### config.mk
export PLATFORM = sky130hd
export DESIGN_NAME = dma_channel_regs
export DESIGN_NICKNAME = d
export VERILOG_FILES = /design/src/inc/dma_pkg.sv /design/src/hdl/dma_channel_regs.sv
export SDC_FILE = /design/constraint.sdc
export NUM_CORES = 2
export LEC_CHECK = 0
export BUFFER_PORTS_ARGS = -buffer_cell sky130_fd_sc_hd__buf_4
export CORE_MARGIN = 2
export CORE_UTILIZATION = 30
export CTS_BUF_LIST = sky130_fd_sc_hd__clkbuf_2
export CTS_CLUSTER_SIZE = 28
export DETAILED_ROUTE_END_ITERATION = 10
export HOLD_SLACK_MARGIN = 0.1
export PLACE_DENSITY = 0.56
export REMOVE_ABC_BUFFERS = 1
export SKIP_CTS_REPAIR_TIMING = 1
export SYNTH_ARGS = -nofsm -noshare
export SYNTH_HDL_FRONTEND = slang
export SYNTH_SLANG_ARGS = --single-unit
### constraint.sdc
create_clock -name clk_sys_i -period 7.2 [get_ports clk_sys_i]
set_input_delay 0.36 -clock clk_sys_i [delete_from_list [all_inputs] [get_ports clk_sys_i]]
set_output_delay 0.36 -clock clk_sys_i [all_outputs]
set_load 0.02 [all_outputs]
### src/inc/dma_pkg.sv
/*
  constants, types and field layout for the four-channel transfer
  controller register set.
  assumes a single system clock and a longword-wide register port.
*/
package dma_pkg;

  localparam int NUM_CH  = 4;
  localparam int COUNT_W = 24;

  // register window: byte address = REG_BASE + ch*16 + sel*4
  localparam logic [7:0] REG_BASE = 8'h20;
  localparam logic [7:0] REG_TOP  = 8'h60;
  localparam logic [1:0] SEL_SRC  = 2'h0;
  localparam logic [1:0] SEL_DST  = 2'h1;
  localparam logic [1:0] SEL_CNT  = 2'h2;
  localparam logic [1:0] SEL_CTRL = 2'h3;

  // control register field positions
  localparam int BIT_INDIRECT    = 20;
  localparam int BIT_RELOAD      = 19;
  localparam int BIT_REQ_ACK_POL = 18;
  localparam int BIT_ACK_TIMING  = 17;
  localparam int BIT_ACK_POL     = 16;
  localparam int POS_DST_MODE    = 14;
  localparam int POS_SRC_MODE    = 12;
  localparam int POS_REQ_SRC     = 8;
  localparam int BIT_REQ_SENSE   = 6;
  localparam int BIT_BUS_MODE    = 5;
  localparam int POS_UNIT_SIZE   = 3;
  localparam int BIT_IRQ_EN      = 2;
  localparam int BIT_DONE        = 1;
  localparam int BIT_ENABLE      = 0;

  localparam logic [31:0] CTRL_RESET = 32'h0000_0000;
  // software-writable bits per channel; the done flag is handled apart
  localparam logic [31:0] WMASK_CH01 = 32'h0007_ff7d;
  localparam logic [31:0] WMASK_CH2  = 32'h0008_ff3d;
  localparam logic [31:0] WMASK_CH3  = 32'h0010_ff3d;

  localparam logic [1:0] SZ_BYTE   = 2'h0;
  localparam logic [1:0] SZ_WORD   = 2'h1;
  localparam logic [1:0] SZ_LONG   = 2'h2;
  localparam logic [1:0] SZ_UNIT16 = 2'h3;

  localparam logic [1:0] STEP_FIXED = 2'h0;
  localparam logic [1:0] STEP_INC   = 2'h1;
  localparam logic [1:0] STEP_DEC   = 2'h2;

  localparam logic [3:0] RS_SGL_RD = 4'h2;
  localparam logic [3:0] RS_SGL_WR = 4'h3;
  localparam logic [3:0] RS_AUTO   = 4'h4;

  localparam logic [1:0] UNIT_LAST_BEAT = 2'h3;
  localparam logic [1:0] RELOAD_LAST    = 2'h3;
  localparam int         RELOAD_CH      = 2;
  localparam int         INDIRECT_CH    = 3;

  typedef enum logic [1:0] {
    ST_IDLE = 2'b00,
    ST_RD   = 2'b01,
    ST_WR   = 2'b11,
    ST_IND  = 2'b10
  } state_t;

  typedef struct packed {
    logic        req;
    logic        wr;
    logic [1:0]  size;
    logic [31:0] addr;
    logic [31:0] wdata;
  } mem_cmd_t;

endpackage

### src/hdl/dma_channel_regs.sv
/*
  four-channel transfer controller: address, count and control registers
  with the engine that steps them, plus the channel 0 pin handshake.
  assumes a memory port that answers each request with a one-cycle ack
  and a register master that never issues read and write together.
*/
`timescale 1ns/1ps

// Notes on behaviour
// - source register shows next source address
// - destination register shows next destination address
// - address and count registers unreset, held
// - count of zero means 16777216 transfers
// - count decrements to show remaining transfers
// - one decrement per 16-byte unit
// - count bits 31..24 read zero
// - control bits 31..21 and 7 read zero
// - bit 20 only ch3, bit 19 only ch2
// - bits 6, 16..18 absent in ch2, ch3
// - control clears on reset, held in standby
// - done flag cleared by zero after one-read
// - ch3 indirect select uses source as pointer
// - ch2 reload restores initial source address
// - request accepted output polarity select
// - ack strobe in read or write cycle
// - ack strobe polarity select
// - destination step fixed, increment, decrement
// - reload after every four transfers
// - unit size; 16-byte unit is four longwords
module dma_channel_regs (
  input  wire logic             clk_sys_i,
  input  wire logic             nrst_i,
  input  wire logic             standby_i,
  input  wire logic [7:0]       reg_addr_i,
  input  wire logic [31:0]      reg_wdata_i,
  input  wire logic             reg_we_i,
  input  wire logic             reg_re_i,
  output logic      [31:0]      reg_rdata_o,
  input  wire logic [3:0]       periph_req_i,
  input  wire logic             transfer_request_in_n_i,
  output dma_pkg::mem_cmd_t     mem_o,
  input  wire logic [31:0]      mem_rdata_i,
  input  wire logic             mem_ack_i,
  output logic                  transfer_ack_strobe_o,
  output logic                  request_accepted_out_o
);

  function automatic logic [31:0] step_delta(input logic [1:0] mode,
                                             input logic [1:0] size);
    logic [31:0] mag;
    mag = (size == dma_pkg::SZ_BYTE) ? 32'h1 :
          (size == dma_pkg::SZ_WORD) ? 32'h2 : 32'h4;
    case (mode)
      dma_pkg::STEP_INC: step_delta = mag;
      dma_pkg::STEP_DEC: step_delta = 32'h0 - mag;
      default:           step_delta = 32'h0;
    endcase
  endfunction

  function automatic logic [1:0] bus_size(input logic [1:0] size);
    bus_size = (size == dma_pkg::SZ_UNIT16) ? dma_pkg::SZ_LONG : size;
  endfunction

  function automatic logic [31:0] wmask(input int ch);
    case (ch)
      2:       wmask = dma_pkg::WMASK_CH2;
      3:       wmask = dma_pkg::WMASK_CH3;
      default: wmask = dma_pkg::WMASK_CH01;
    endcase
  endfunction

  logic [31:0]  src_addr_q [4];
  logic [31:0]  src_d      [4];
  logic [31:0]  dst_addr_q [4];
  logic [31:0]  dst_d      [4];
  logic [23:0]  count_q    [4];
  logic [23:0]  count_d    [4];
  logic [31:0]  ctrl_q     [4];
  logic [31:0]  ctrl_d     [4];
  logic [3:0]   armed_q;
  logic [31:0]  reload_base_q;
  logic [1:0]   reload_cnt_q;
  dma_pkg::state_t state_q, state_d;
  logic [1:0]   chan_q, chan_d;
  logic [1:0]   beat_q, beat_d;
  logic [31:0]  data_q, data_d;
  dma_pkg::mem_cmd_t mem_q, mem_d;
  logic         ack_q, reqacc_q;
  logic [31:0]  rdata_q;
  logic         pin_s1_q, pin_s2_q, pin_s3_q, pend_q;

  // register port decode
  wire          reg_hit  = (reg_addr_i >= dma_pkg::REG_BASE) &&
                           (reg_addr_i < dma_pkg::REG_TOP) &&
                           (reg_addr_i[1:0] == 2'h0);
  wire [3:0]    ch_raw   = reg_addr_i[7:4] - dma_pkg::REG_BASE[7:4];
  wire [1:0]    reg_ch   = ch_raw[1:0];
  wire [1:0]    reg_sel  = reg_addr_i[3:2];
  wire          wr_hit   = reg_we_i && reg_hit;
  wire          rd_hit   = reg_re_i && reg_hit;
  wire          wr_ctrl  = wr_hit && (reg_sel == dma_pkg::SEL_CTRL);

  // request sensing: low level or falling edge on the synced pin
  wire          pin_fall = pin_s3_q && !pin_s2_q;
  wire          pin_req  = ctrl_q[0][dma_pkg::BIT_REQ_SENSE] ?
                           pend_q : !pin_s2_q;

  logic [3:0] req_vec;
  always_comb begin
    for (int c = 0; c < dma_pkg::NUM_CH; c++) begin
      logic [3:0] rsrc;
      rsrc = ctrl_q[c][dma_pkg::POS_REQ_SRC +: 4];
      req_vec[c] = ctrl_q[c][dma_pkg::BIT_ENABLE] &&
                   !ctrl_q[c][dma_pkg::BIT_DONE] &&
                   ((c == 0 && rsrc[3:2] == 2'h0) ? pin_req :
                    (rsrc == dma_pkg::RS_AUTO) ? 1'b1 : periph_req_i[c]);
    end
  end

  // fixed priority, channel 0 first
  wire [1:0] grant_ch = req_vec[0] ? 2'h0 : req_vec[1] ? 2'h1 :
                        req_vec[2] ? 2'h2 : 2'h3;
  wire       at_rest  = (state_q == dma_pkg::ST_IDLE) && (beat_q == 2'h0);
  wire       grant    = at_rest && (|req_vec) && !standby_i;
  wire [1:0] sel_ch   = at_rest ? grant_ch : chan_q;

  // controls of the channel being served
  wire [31:0] ctrl_a   = ctrl_q[sel_ch];
  wire [1:0]  size_a   = ctrl_a[dma_pkg::POS_UNIT_SIZE +: 2];
  wire [3:0]  rsrc_a   = ctrl_a[dma_pkg::POS_REQ_SRC +: 4];
  wire        ext0     = (sel_ch == 2'h0) && (rsrc_a[3:2] == 2'h0);
  wire        sgl_rd   = ext0 && (rsrc_a == dma_pkg::RS_SGL_RD);
  wire        sgl_wr   = ext0 && (rsrc_a == dma_pkg::RS_SGL_WR);
  wire        ind_a    = (sel_ch == 2'(dma_pkg::INDIRECT_CH)) &&
                         ctrl_a[dma_pkg::BIT_INDIRECT];
  wire        unit16   = (size_a == dma_pkg::SZ_UNIT16);
  wire        go       = grant || (state_q == dma_pkg::ST_IDLE &&
                                   beat_q != 2'h0);
  logic       beat_done;
  wire        unit_done = beat_done &&
                          (!unit16 || beat_q == dma_pkg::UNIT_LAST_BEAT);

  always_comb begin
    state_d   = state_q;
    chan_d    = chan_q;
    beat_d    = beat_q;
    data_d    = data_q;
    mem_d     = mem_q;
    beat_done = 1'b0;
    case (state_q)
      dma_pkg::ST_IDLE: begin
        if (go) begin
          chan_d = sel_ch;
          if (ind_a) begin
            // pointer fetch is always a longword
            state_d = dma_pkg::ST_IND;
            mem_d = '{1'b1, 1'b0, dma_pkg::SZ_LONG, src_addr_q[sel_ch],
                      32'h0};
          end else if (sgl_wr) begin
            state_d = dma_pkg::ST_WR;
            mem_d = '{1'b1, 1'b1, bus_size(size_a), dst_addr_q[sel_ch],
                      32'h0};
          end else begin
            state_d = dma_pkg::ST_RD;
            mem_d = '{1'b1, 1'b0, bus_size(size_a), src_addr_q[sel_ch],
                      32'h0};
          end
        end
      end
      dma_pkg::ST_IND: begin
        if (mem_ack_i) begin
          state_d = dma_pkg::ST_RD;
          mem_d = '{1'b1, 1'b0, bus_size(size_a), mem_rdata_i,
                    32'h0};
        end
      end
      dma_pkg::ST_RD: begin
        if (mem_ack_i) begin
          data_d = mem_rdata_i;
          if (sgl_rd) begin
            beat_done = 1'b1;
            state_d   = dma_pkg::ST_IDLE;
            mem_d.req = 1'b0;
          end else begin
            state_d = dma_pkg::ST_WR;
            mem_d = '{1'b1, 1'b1, bus_size(size_a), dst_addr_q[chan_q],
                      mem_rdata_i};
          end
        end
      end
      dma_pkg::ST_WR: begin
        if (mem_ack_i) begin
          beat_done = 1'b1;
          state_d   = dma_pkg::ST_IDLE;
          mem_d.req = 1'b0;
        end
      end
      default: begin
        state_d   = dma_pkg::ST_IDLE;
        mem_d.req = 1'b0;
      end
    endcase
    // a 16-byte unit is four longword beats on one channel
    if (beat_done) begin
      beat_d = (unit16 && beat_q != dma_pkg::UNIT_LAST_BEAT) ?
               beat_q + 2'h1 : 2'h0;
    end
  end

  // register next values: engine stepping first, software write next, done-flag completion last
  always_comb begin
    for (int c = 0; c < dma_pkg::NUM_CH; c++) begin
      logic here;
      here     = (chan_q == 2'(c));
      src_d[c] = src_addr_q[c];
      dst_d[c] = dst_addr_q[c];
      count_d[c] = count_q[c];
      ctrl_d[c]  = ctrl_q[c];
      if (beat_done && here) begin
        if (!sgl_wr) begin
          src_d[c] = src_addr_q[c] + step_delta(
            ctrl_q[c][dma_pkg::POS_SRC_MODE +: 2],
            ind_a ? dma_pkg::SZ_LONG : size_a);
        end
        if (!sgl_rd) begin
          dst_d[c] = dst_addr_q[c] + step_delta(
            ctrl_q[c][dma_pkg::POS_DST_MODE +: 2], size_a);
        end
      end
      if (unit_done && here) begin
        // zero wraps to all ones, giving the full 2^24 run
        count_d[c] = count_q[c] - 24'h1;
        if (c == dma_pkg::RELOAD_CH && ctrl_q[c][dma_pkg::BIT_RELOAD] &&
            reload_cnt_q == dma_pkg::RELOAD_LAST) begin
          src_d[c] = reload_base_q;
        end
      end
      if (wr_hit && reg_ch == 2'(c)) begin
        case (reg_sel)
          dma_pkg::SEL_SRC: src_d[c] = reg_wdata_i;
          dma_pkg::SEL_DST: dst_d[c] = reg_wdata_i;
          dma_pkg::SEL_CNT: count_d[c] = reg_wdata_i[23:0];
          default: ctrl_d[c] = (reg_wdata_i & wmask(c)) |
                               (ctrl_q[c] & ~wmask(c));
        endcase
      end
      if (wr_ctrl && reg_ch == 2'(c) && armed_q[c] &&
          !reg_wdata_i[dma_pkg::BIT_DONE]) begin
        ctrl_d[c][dma_pkg::BIT_DONE] = 1'b0;
      end
      // a completion in the clearing cycle wins
      if (unit_done && here && count_q[c] == 24'h1) begin
        ctrl_d[c][dma_pkg::BIT_DONE] = 1'b1;
      end
    end
  end

  // address and count have no reset; standby only blocks new grants, so a unit already started runs to its end
  always_ff @(posedge clk_sys_i) begin
    src_addr_q <= src_d;
    dst_addr_q <= dst_d;
    count_q    <= count_d;
    if (wr_hit && reg_ch == 2'(dma_pkg::RELOAD_CH) &&
        reg_sel == dma_pkg::SEL_SRC) begin
      reload_base_q <= reg_wdata_i;
    end
  end

  always_ff @(posedge clk_sys_i or negedge nrst_i) begin
    if (!nrst_i) begin
      for (int c = 0; c < dma_pkg::NUM_CH; c++) begin
        ctrl_q[c] <= dma_pkg::CTRL_RESET;
      end
    end else begin
      ctrl_q <= ctrl_d;
    end
  end

  // the clear is honoured only after a read has shown the flag set
  always_ff @(posedge clk_sys_i or negedge nrst_i) begin
    if (!nrst_i) begin
      armed_q <= 4'h0;
    end else begin
      for (int c = 0; c < dma_pkg::NUM_CH; c++) begin
        if (wr_ctrl && reg_ch == 2'(c)) begin
          armed_q[c] <= 1'b0;
        end else if (rd_hit && reg_sel == dma_pkg::SEL_CTRL &&
                     reg_ch == 2'(c)) begin
          armed_q[c] <= ctrl_q[c][dma_pkg::BIT_DONE];
        end
      end
    end
  end

  wire src2_wr = wr_hit && reg_ch == 2'(dma_pkg::RELOAD_CH) &&
                 reg_sel == dma_pkg::SEL_SRC;
  always_ff @(posedge clk_sys_i or negedge nrst_i) begin
    if (!nrst_i) begin
      reload_cnt_q <= 2'h0;
    end else if (src2_wr) begin
      reload_cnt_q <= 2'h0;
    end else if (unit_done && chan_q == 2'(dma_pkg::RELOAD_CH)) begin
      reload_cnt_q <= reload_cnt_q + 2'h1;
    end
  end

  always_ff @(posedge clk_sys_i or negedge nrst_i) begin
    if (!nrst_i) begin
      state_q <= dma_pkg::ST_IDLE;
      chan_q  <= 2'h0;
      beat_q  <= 2'h0;
      data_q  <= 32'h0;
      mem_q   <= '0;
    end else begin
      state_q <= state_d;
      chan_q  <= chan_d;
      beat_q  <= beat_d;
      data_q  <= data_d;
      mem_q   <= mem_d;
    end
  end

  // pin synchroniser; only the second and third stages feed logic
  always_ff @(posedge clk_sys_i or negedge nrst_i) begin
    if (!nrst_i) begin
      pin_s1_q <= 1'b1;
      pin_s2_q <= 1'b1;
      pin_s3_q <= 1'b1;
      pend_q   <= 1'b0;
    end else begin
      pin_s1_q <= transfer_request_in_n_i;
      pin_s2_q <= pin_s1_q;
      pin_s3_q <= pin_s2_q;
      if (pin_fall) begin
        pend_q <= 1'b1;
      end else if (grant && grant_ch == 2'h0) begin
        pend_q <= 1'b0;
      end
    end
  end

  // pin strobes; reset leaves both inactive for the low-active default
  wire ack_act = ext0 && (state_d != dma_pkg::ST_IDLE) &&
                 (sgl_rd || sgl_wr ||
                  (state_d == dma_pkg::ST_RD &&
                   !ctrl_q[0][dma_pkg::BIT_ACK_TIMING]) ||
                  (state_d == dma_pkg::ST_WR &&
                   ctrl_q[0][dma_pkg::BIT_ACK_TIMING]));
  wire reqacc_act = grant && ext0;
  wire pol_ack    = ctrl_q[0][dma_pkg::BIT_ACK_POL];
  wire pol_reqacc = ctrl_q[0][dma_pkg::BIT_REQ_ACK_POL];

  always_ff @(posedge clk_sys_i or negedge nrst_i) begin
    if (!nrst_i) begin
      ack_q    <= 1'b1;
      reqacc_q <= 1'b1;
    end else begin
      ack_q    <= pol_ack ? ack_act : !ack_act;
      reqacc_q <= pol_reqacc ? reqacc_act : !reqacc_act;
    end
  end

  // read mux; unmapped reads and idle cycles return zero
  wire [31:0] rd_val = (reg_sel == dma_pkg::SEL_SRC) ? src_addr_q[reg_ch] :
                       (reg_sel == dma_pkg::SEL_DST) ? dst_addr_q[reg_ch] :
                       (reg_sel == dma_pkg::SEL_CNT) ?
                       {8'h00, count_q[reg_ch]} : ctrl_q[reg_ch];
  always_ff @(posedge clk_sys_i or negedge nrst_i) begin
    if (!nrst_i) begin
      rdata_q <= 32'h0;
    end else begin
      rdata_q <= rd_hit ? rd_val : 32'h0;
    end
  end

  assign reg_rdata_o            = rdata_q;
  assign mem_o                  = mem_q;
  assign transfer_ack_strobe_o  = ack_q;
  assign request_accepted_out_o = reqacc_q;

  // checks
  wire [23:0] cnt_cur = count_q[chan_q];
  wire [31:0] dst_cur = dst_addr_q[chan_q];
  wire [31:0] src_cur = src_addr_q[chan_q];
  wire        sw_busy = wr_hit && reg_ch == chan_q;
  wire [31:0] src_ch2 = src_addr_q[2];

  a_count_top_zero: assert property (@(posedge clk_sys_i)
    disable iff (!nrst_i) rd_hit && reg_sel == dma_pkg::SEL_CNT
    |=> reg_rdata_o[31:24] == 8'h00)
    else $error("count upper byte not zero");
  a_ctrl_rsvd_zero: assert property (@(posedge clk_sys_i)
    disable iff (!nrst_i) rd_hit && reg_sel == dma_pkg::SEL_CTRL
    |=> reg_rdata_o[31:21] == 11'h000 && !reg_rdata_o[7])
    else $error("reserved control bits not zero");
  a_ch_bits_single: assert property (@(posedge clk_sys_i)
    disable iff (!nrst_i) ctrl_q[0][20:19] == 2'h0 &&
    ctrl_q[1][20:19] == 2'h0 && !ctrl_q[2][20] && !ctrl_q[3][19])
    else $error("channel-specific bit set in wrong channel");
  a_ch23_pin_bits: assert property (@(posedge clk_sys_i)
    disable iff (!nrst_i) ctrl_q[2][18:16] == 3'h0 && !ctrl_q[2][6] &&
    ctrl_q[3][18:16] == 3'h0 && !ctrl_q[3][6])
    else $error("pin control bit stored in channel 2 or 3");
  a_done_write_one: assert property (@(posedge clk_sys_i)
    disable iff (!nrst_i) wr_ctrl && reg_wdata_i[1] &&
    !ctrl_q[reg_ch][1] && !(unit_done && chan_q == reg_ch)
    |=> !ctrl_q[$past(reg_ch)][1])
    else $error("writing one set the done flag");
  a_count_step: assert property (@(posedge clk_sys_i)
    disable iff (!nrst_i) unit_done && !sw_busy
    |=> cnt_cur == $past(cnt_cur) - 24'h1)
    else $error("count did not drop by one per unit");
  a_unit_four_beat: assert property (@(posedge clk_sys_i)
    disable iff (!nrst_i) beat_done && unit16 && beat_q != 2'h3
    |-> !unit_done ##1 beat_q == $past(beat_q) + 2'h1)
    else $error("16-byte unit counted before fourth beat");
  a_dst_inc_long: assert property (@(posedge clk_sys_i)
    disable iff (!nrst_i) beat_done && !sgl_rd && !sw_busy &&
    ctrl_a[15:14] == dma_pkg::STEP_INC && size_a == dma_pkg::SZ_LONG
    |=> dst_cur == $past(dst_cur) + 32'h4)
    else $error("destination did not advance by four");
  a_src_inc_byte: assert property (@(posedge clk_sys_i)
    disable iff (!nrst_i) beat_done && !sgl_wr && !sw_busy && !ind_a &&
    chan_q != 2'h2 &&
    ctrl_a[13:12] == dma_pkg::STEP_INC && size_a == dma_pkg::SZ_BYTE
    |=> src_cur == $past(src_cur) + 32'h1)
    else $error("source did not advance by one");
  a_reload_four: assert property (@(posedge clk_sys_i)
    disable iff (!nrst_i) unit_done && chan_q == 2'h2 && !src2_wr &&
    ctrl_q[2][19] && reload_cnt_q == 2'h3
    |=> src_ch2 == $past(reload_base_q))
    else $error("source not reloaded after four transfers");
  a_reqacc_pulse: assert property (@(posedge clk_sys_i)
    disable iff (!nrst_i) reqacc_act && $stable(pol_reqacc)
    |=> request_accepted_out_o == $past(pol_reqacc))
    else $error("request accepted output wrong level");

endmodule // dma_channel_regs

Word level (Yosys, flattened, before mapping)
Index checks and enable logic that the tools add are counted.
- add/sub/neg operators: 17
- $lt $le $gt $ge: 5
- eq/ne operators: 56
- multiplexer cells: 174
- bitwise gates (word level): 20
- reductions and logical operators: 119
- operators with widths (cell ; number):
    $mux 32 ; 73
    $pmux 32 s2 ; 8
    $bmux 32 s2 ; 7
    $mux 24 ; 14
    $add 32x32->32 ; 8
    $and 32x32->32 ; 8
    $mux 68 ; 3
    $mux 67 ; 3
    $pmux 67 s3 ; 1
    $not 32->32 ; 4
    $or 32x32->32 ; 4
    $eq 24x1->1 const B ; 4
    $sub 24x1->24 const B ; 4
    $logic_and 1x1->1 ; 65
    $bmux 24 s2 ; 1
    $mux 2 ; 23
    $eq 2x2->1 const B ; 21
    $mux 21 ; 2
    $mux 1 ; 32
    $eq 2x1->1 const B ; 15
    $logic_not 2->1 ; 12
    $reduce_and 2->1 ; 9
    $eq 4x3->1 const B ; 4
    $reduce_bool 2->1 ; 8
    22 further kinds ; 58
- register bits: 630
- input bits: 83
- output and inout bits: 102
- word-level logic and storage cells: 432

Logic depth before layout (Yosys ltp)
- word-level depth: 27
- gate-level depth with buffers: 26
- mapped depth without buffers: 24

Worst setup path before layout
No wires, ideal clock.
- path type: register to register
- start point: reg ctrl_q[72] (netlist bit)
- end point: reg src_addr_q[95] (netlist bit)
- arrival time: 5199 ps
- setup slack: 1927 ps
- cell stages (with the launch flop): 24
- period minus slack after synthesis: 5273 ps
- cells stage by stage: dfrtp_1 > nor4b_1 > o21a_1 > a311oi_1 > nor2_1 > mux2_2 > nor2_1 > a21oi_1 > or2_2 > clkbuf_1 > or3_1 > inv_1 > ha_1 > a21oi_1 > nand4b_1 > a311oi_1 > o211ai_1 > a2111oi_0 > o211a_1 > nand4b_1 > o211ai_1 > xor2_1 > or3_1 > a31oi_1
- RTL lines (what ; line ; source):
    from (decl) ; dma_channel_regs.sv:78 ; logic [31:0] ctrl_q [4];
    from (signal, indexed assignment) ; dma_channel_regs.sv:272 ; ctrl_q[c] <= dma_pkg::CTRL_RESET;
    from (signal assigned) ; dma_channel_regs.sv:275 ; ctrl_q <= ctrl_d;
    to (signal assigned) ; dma_channel_regs.sv:260 ; src_addr_q <= src_d;
    to (decl) ; dma_channel_regs.sv:72 ; logic [31:0] src_addr_q [4];

==> run summary <==
Tot GR Track Use: 21.3%
Dpl ws: 0.809 ns
DR DRC count: 0
H-tree level count: 4
CTS sink count: 568
DR WL/cell: 21.9 um
Seq/Total Area, Yosys: 30.2%
Vias per inst: 5.48
Chip height: 377 um
Proportion of layout cells with a drive suffix above 1: 15.0%
RR Endpoint: dst_addr_q[62]
WHS Endpoint: armed_q[0]
Final setup margin: 0.414 ns
Global route total overflow: 0
Detailed router's first-iteration violation count: 4156
Worst Reg-to-Reg Cells: 22
Min-Delay Path Class: input pin to flip-flop
Register clock-pin slew on the reported worst setup and hold paths: 0.11 ns
P&R area growth vs syn: 17.2%
Die width: 377 um
CTS tree: done
Critical Path Stages: 22
Startpoint types: flip-flop
Post-synth cell types: 85
Status: completed
Largest net degree at the start of global routing: 107
Yosys reg bits: 568
Nets: 5700
Number of synthesized flops with an enable pin: 32
Min-delay src: reg_addr_i[5]
Slew margin rel.: 17.6%
Final ANT Viol Nets: 0
Row Count: 136
Post-synth ARST share: 32.4%
Synth Warn #: 0
Main synth FF type: dfxtp_1
Hold Slack: 0.196 ns
Cell count after synthesis: 4978
WP data required: 8.63 ns
Sequential Power Share: 34.9%
Via count: 39800
Worst skew pair latency: 1.55 ns
Final instance area: 48900 sq um
Tcrit/Tclk final: 94.2%
Worst-Margin Slew: 1.23 ns
Initial Utilization: 30.3%
Clock skew: 0.163 ns
FILL cells: 14300
CP dominant cell by count: a21oi_1
Commonest non-fill, non-tap cells in the layout: nand2_1, nor2_1, a21oi_1
Pwr Density: 316 nW/um^2
Leakage power: 20.6 nW
Crit path max fanout: 11
Initial antenna violation count: 12
Die ar.: 142000 sq um
Slew Limit Fails: 0
Clock power frac: 17.9%
Vias in the first global route: 35500
TritonCTS Buffers: 171
Most common cell after layout, fill and taps aside: nand2_1
Total power: 0.0155 W
Int Pwr: 0.00816 W
RSZ-0062 raised after global routing: false
Combinational Power Share: 47.3%
Core box area: 138000 sq um
Slowest CP cell: a21oi_1
Critical Path AT: 8.22 ns
Post-layout min period: 6.79 ns
CP startpoint: ctrl_q[105]
Mapped cell area: 41700 sq um
CP Class: flip-flop to flip-flop
Final setup vio count: 0
Max incr delay on CP: 0.69 ns
Worst setup EP type: flip-flop
Max VDD drop: 0.000246 V
Net Switching: 0.00731 W
DP Wirelength: 114 mm
IO Port Bufs: 184
Final wirelength: 159 mm
Routability cong.: 0.942
CP delay by family, top: compound AO/OA/AOI/OAI gates
Syn Area/Cell: 8.38 sq um
Worst R2R Start: ctrl_q[105]
CP cell instances: o21a_1 -> o21ba_2 -> o32ai_1 -> o21a_1 -> mux2i_1 -> a21oi_1 -> buf_4 -> a21oi_1 -> or3_1 -> fa_1 -> nor2b_1 -> o21ai_0 -> a21boi_0 -> o2111ai_1 -> a21oi_1 -> o21ai_0 -> a21oi_1 -> a311oi_1 -> xnor2_1 -> nand2_1 -> a21oi_1 -> dlygate4sd3_1
First-pass GRT wire length: 228 mm
Final hold violation count: 0
Clock Path Buffers: 3
Clock Tree Root: clkbuf_2
Sw Ratio: 47.3%
Reg2reg setup slack: 0.41 ns
I/O pin cnt: 185
Initial DRT Pass Iterations: 6
WP buf/inv: 2
Area after DPL: 44900 sq um
Fmax: 0.147 GHz
MaxCap Viol Count: 0
Hold path cells: 6
-- per-layer routing --
metal | routed length (um) | track usage, % | vias up
li1 | - | - | 18900
met1 | 70100 | 30.3 | 19000
met2 | 67700 | 31.2 | 1687
met3 | 15600 | 4.44 | 215
met4 | 5470 | 8.39 | 2
met5 | 13 | 0 | -
-- state kept, by name (all words and copies together), names as in the netlist, 2 cells and up --
name,cells
beat_q,2
count_q,96
armed_q,4
state_q,2
reg_rdata_o,32
reload_base_q,32
ctrl_q,66
src_ch2,32
mem_o,68
reload_cnt_q,2
dst_addr_q,128
src_addr_q,96
chan_q,2
-- cell type report --
class	count	area (sq um)	share of cell area (%)
Multi-Input combinational cell	4012	27700	56.7
Sequential cell	568	12600	25.8
Timing Repair Buffer	460	4210	8.60
Tap cell	1794	2240	4.59
Clock buffer	260	1300	2.66
Inverter	108	405	0.829
Clock inverter	55	373	0.762
Antenna cell	7	17.5	0.0358
-- Yosys cell counts (all sizes together), types with 19 or more instances --
cell type / count / share of area (%)
nand4: 21 / 0.31
o21bai: 21 / 0.38
o21ai: 427 / 5.1
a211oi: 92 / 1.7
and2: 24 / 0.36
a31oi: 69 / 1.0
nand3: 62 / 0.74
nor3: 140 / 1.7
clkbuf: 251 / 2.3
and3: 47 / 0.70
nor2: 548 / 4.9
o21a: 44 / 0.79
a22o: 36 / 0.76
a21oi: 466 / 5.6
xnor2: 179 / 3.8
xor2: 105 / 2.2
nand2: 564 / 5.1
nand2b: 58 / 0.88
mux2i: 101 / 2.4
buf: 39 / 0.37
a21o: 118 / 2.1
dfxtp: 352 / 17
o211ai: 35 / 0.63
dfrtp: 179 / 11
nor2b: 51 / 0.76
nor4: 33 / 0.57
or3: 54 / 0.86
edfxtp: 32 / 2.3
a311oi: 19 / 0.40
mux2: 56 / 1.5
inv: 108 / 0.97
mux4: 148 / 8.0
ha: 288 / 8.6
-- kinds of logic after synthesis --
| family | Yosys count | share of synthesized area (%) |
|---|---|---|
| simple gates | 1676 | 18.2 |
| compound gates | 1451 | 21.0 |
| flops | 568 | 30.2 |
| buf+inv | 398 | 3.60 |
| mux | 305 | 11.9 |
| fa+ha+maj | 296 | 9.02 |
| xor+xnor | 284 | 5.96 |
-- through the flow --
| step | setup TNS, ns | instances | utilization (%) |
|---|---|---|---|
| detailed placement | 0 | 6728 | 32.5 |
| global placement | 0 | 6728 | 32.5 |
| floorplan | -695.03 | 4688 | - |
| finish | 0 | 7264 | 35.5 |
| CTS | 0 | 7043 | 33.8 |
| global route | 0 | 7261 | 35.5 |
-- power groups by stage --
stage / combinational, W / clock, W / sequential, W
after global routing: 0.00796 / 0.00303 / 0.00548
final: 0.00731 / 0.00276 / 0.00540
after floorplan: 0.00478 / 0 / 0.00495
after CTS: 0.00705 / 0.00287 / 0.00532
after global placement: 0.00692 / 0 / 0.00535
after detailed placement: 0.00702 / 0 / 0.00539
-- worst min-delay path, stage by stage --
cell,delay (ns)
dlygate4sd3_1,0.56
buf_4,0.37
nand2_1,0.14
nor2_1,0.06
nand2_1,0.06
a32o_1,0.12
-- worst max-delay path by stage --
stage | endpoint
after detailed placement | src_addr_q[127]
final | dst_addr_q[62]
after floorplan | src_addr_q[124]
after CTS | src_addr_q[31]
after global routing | dst_addr_q[62]
after global placement | src_addr_q[31]
(Power assumes the default switching activity.)
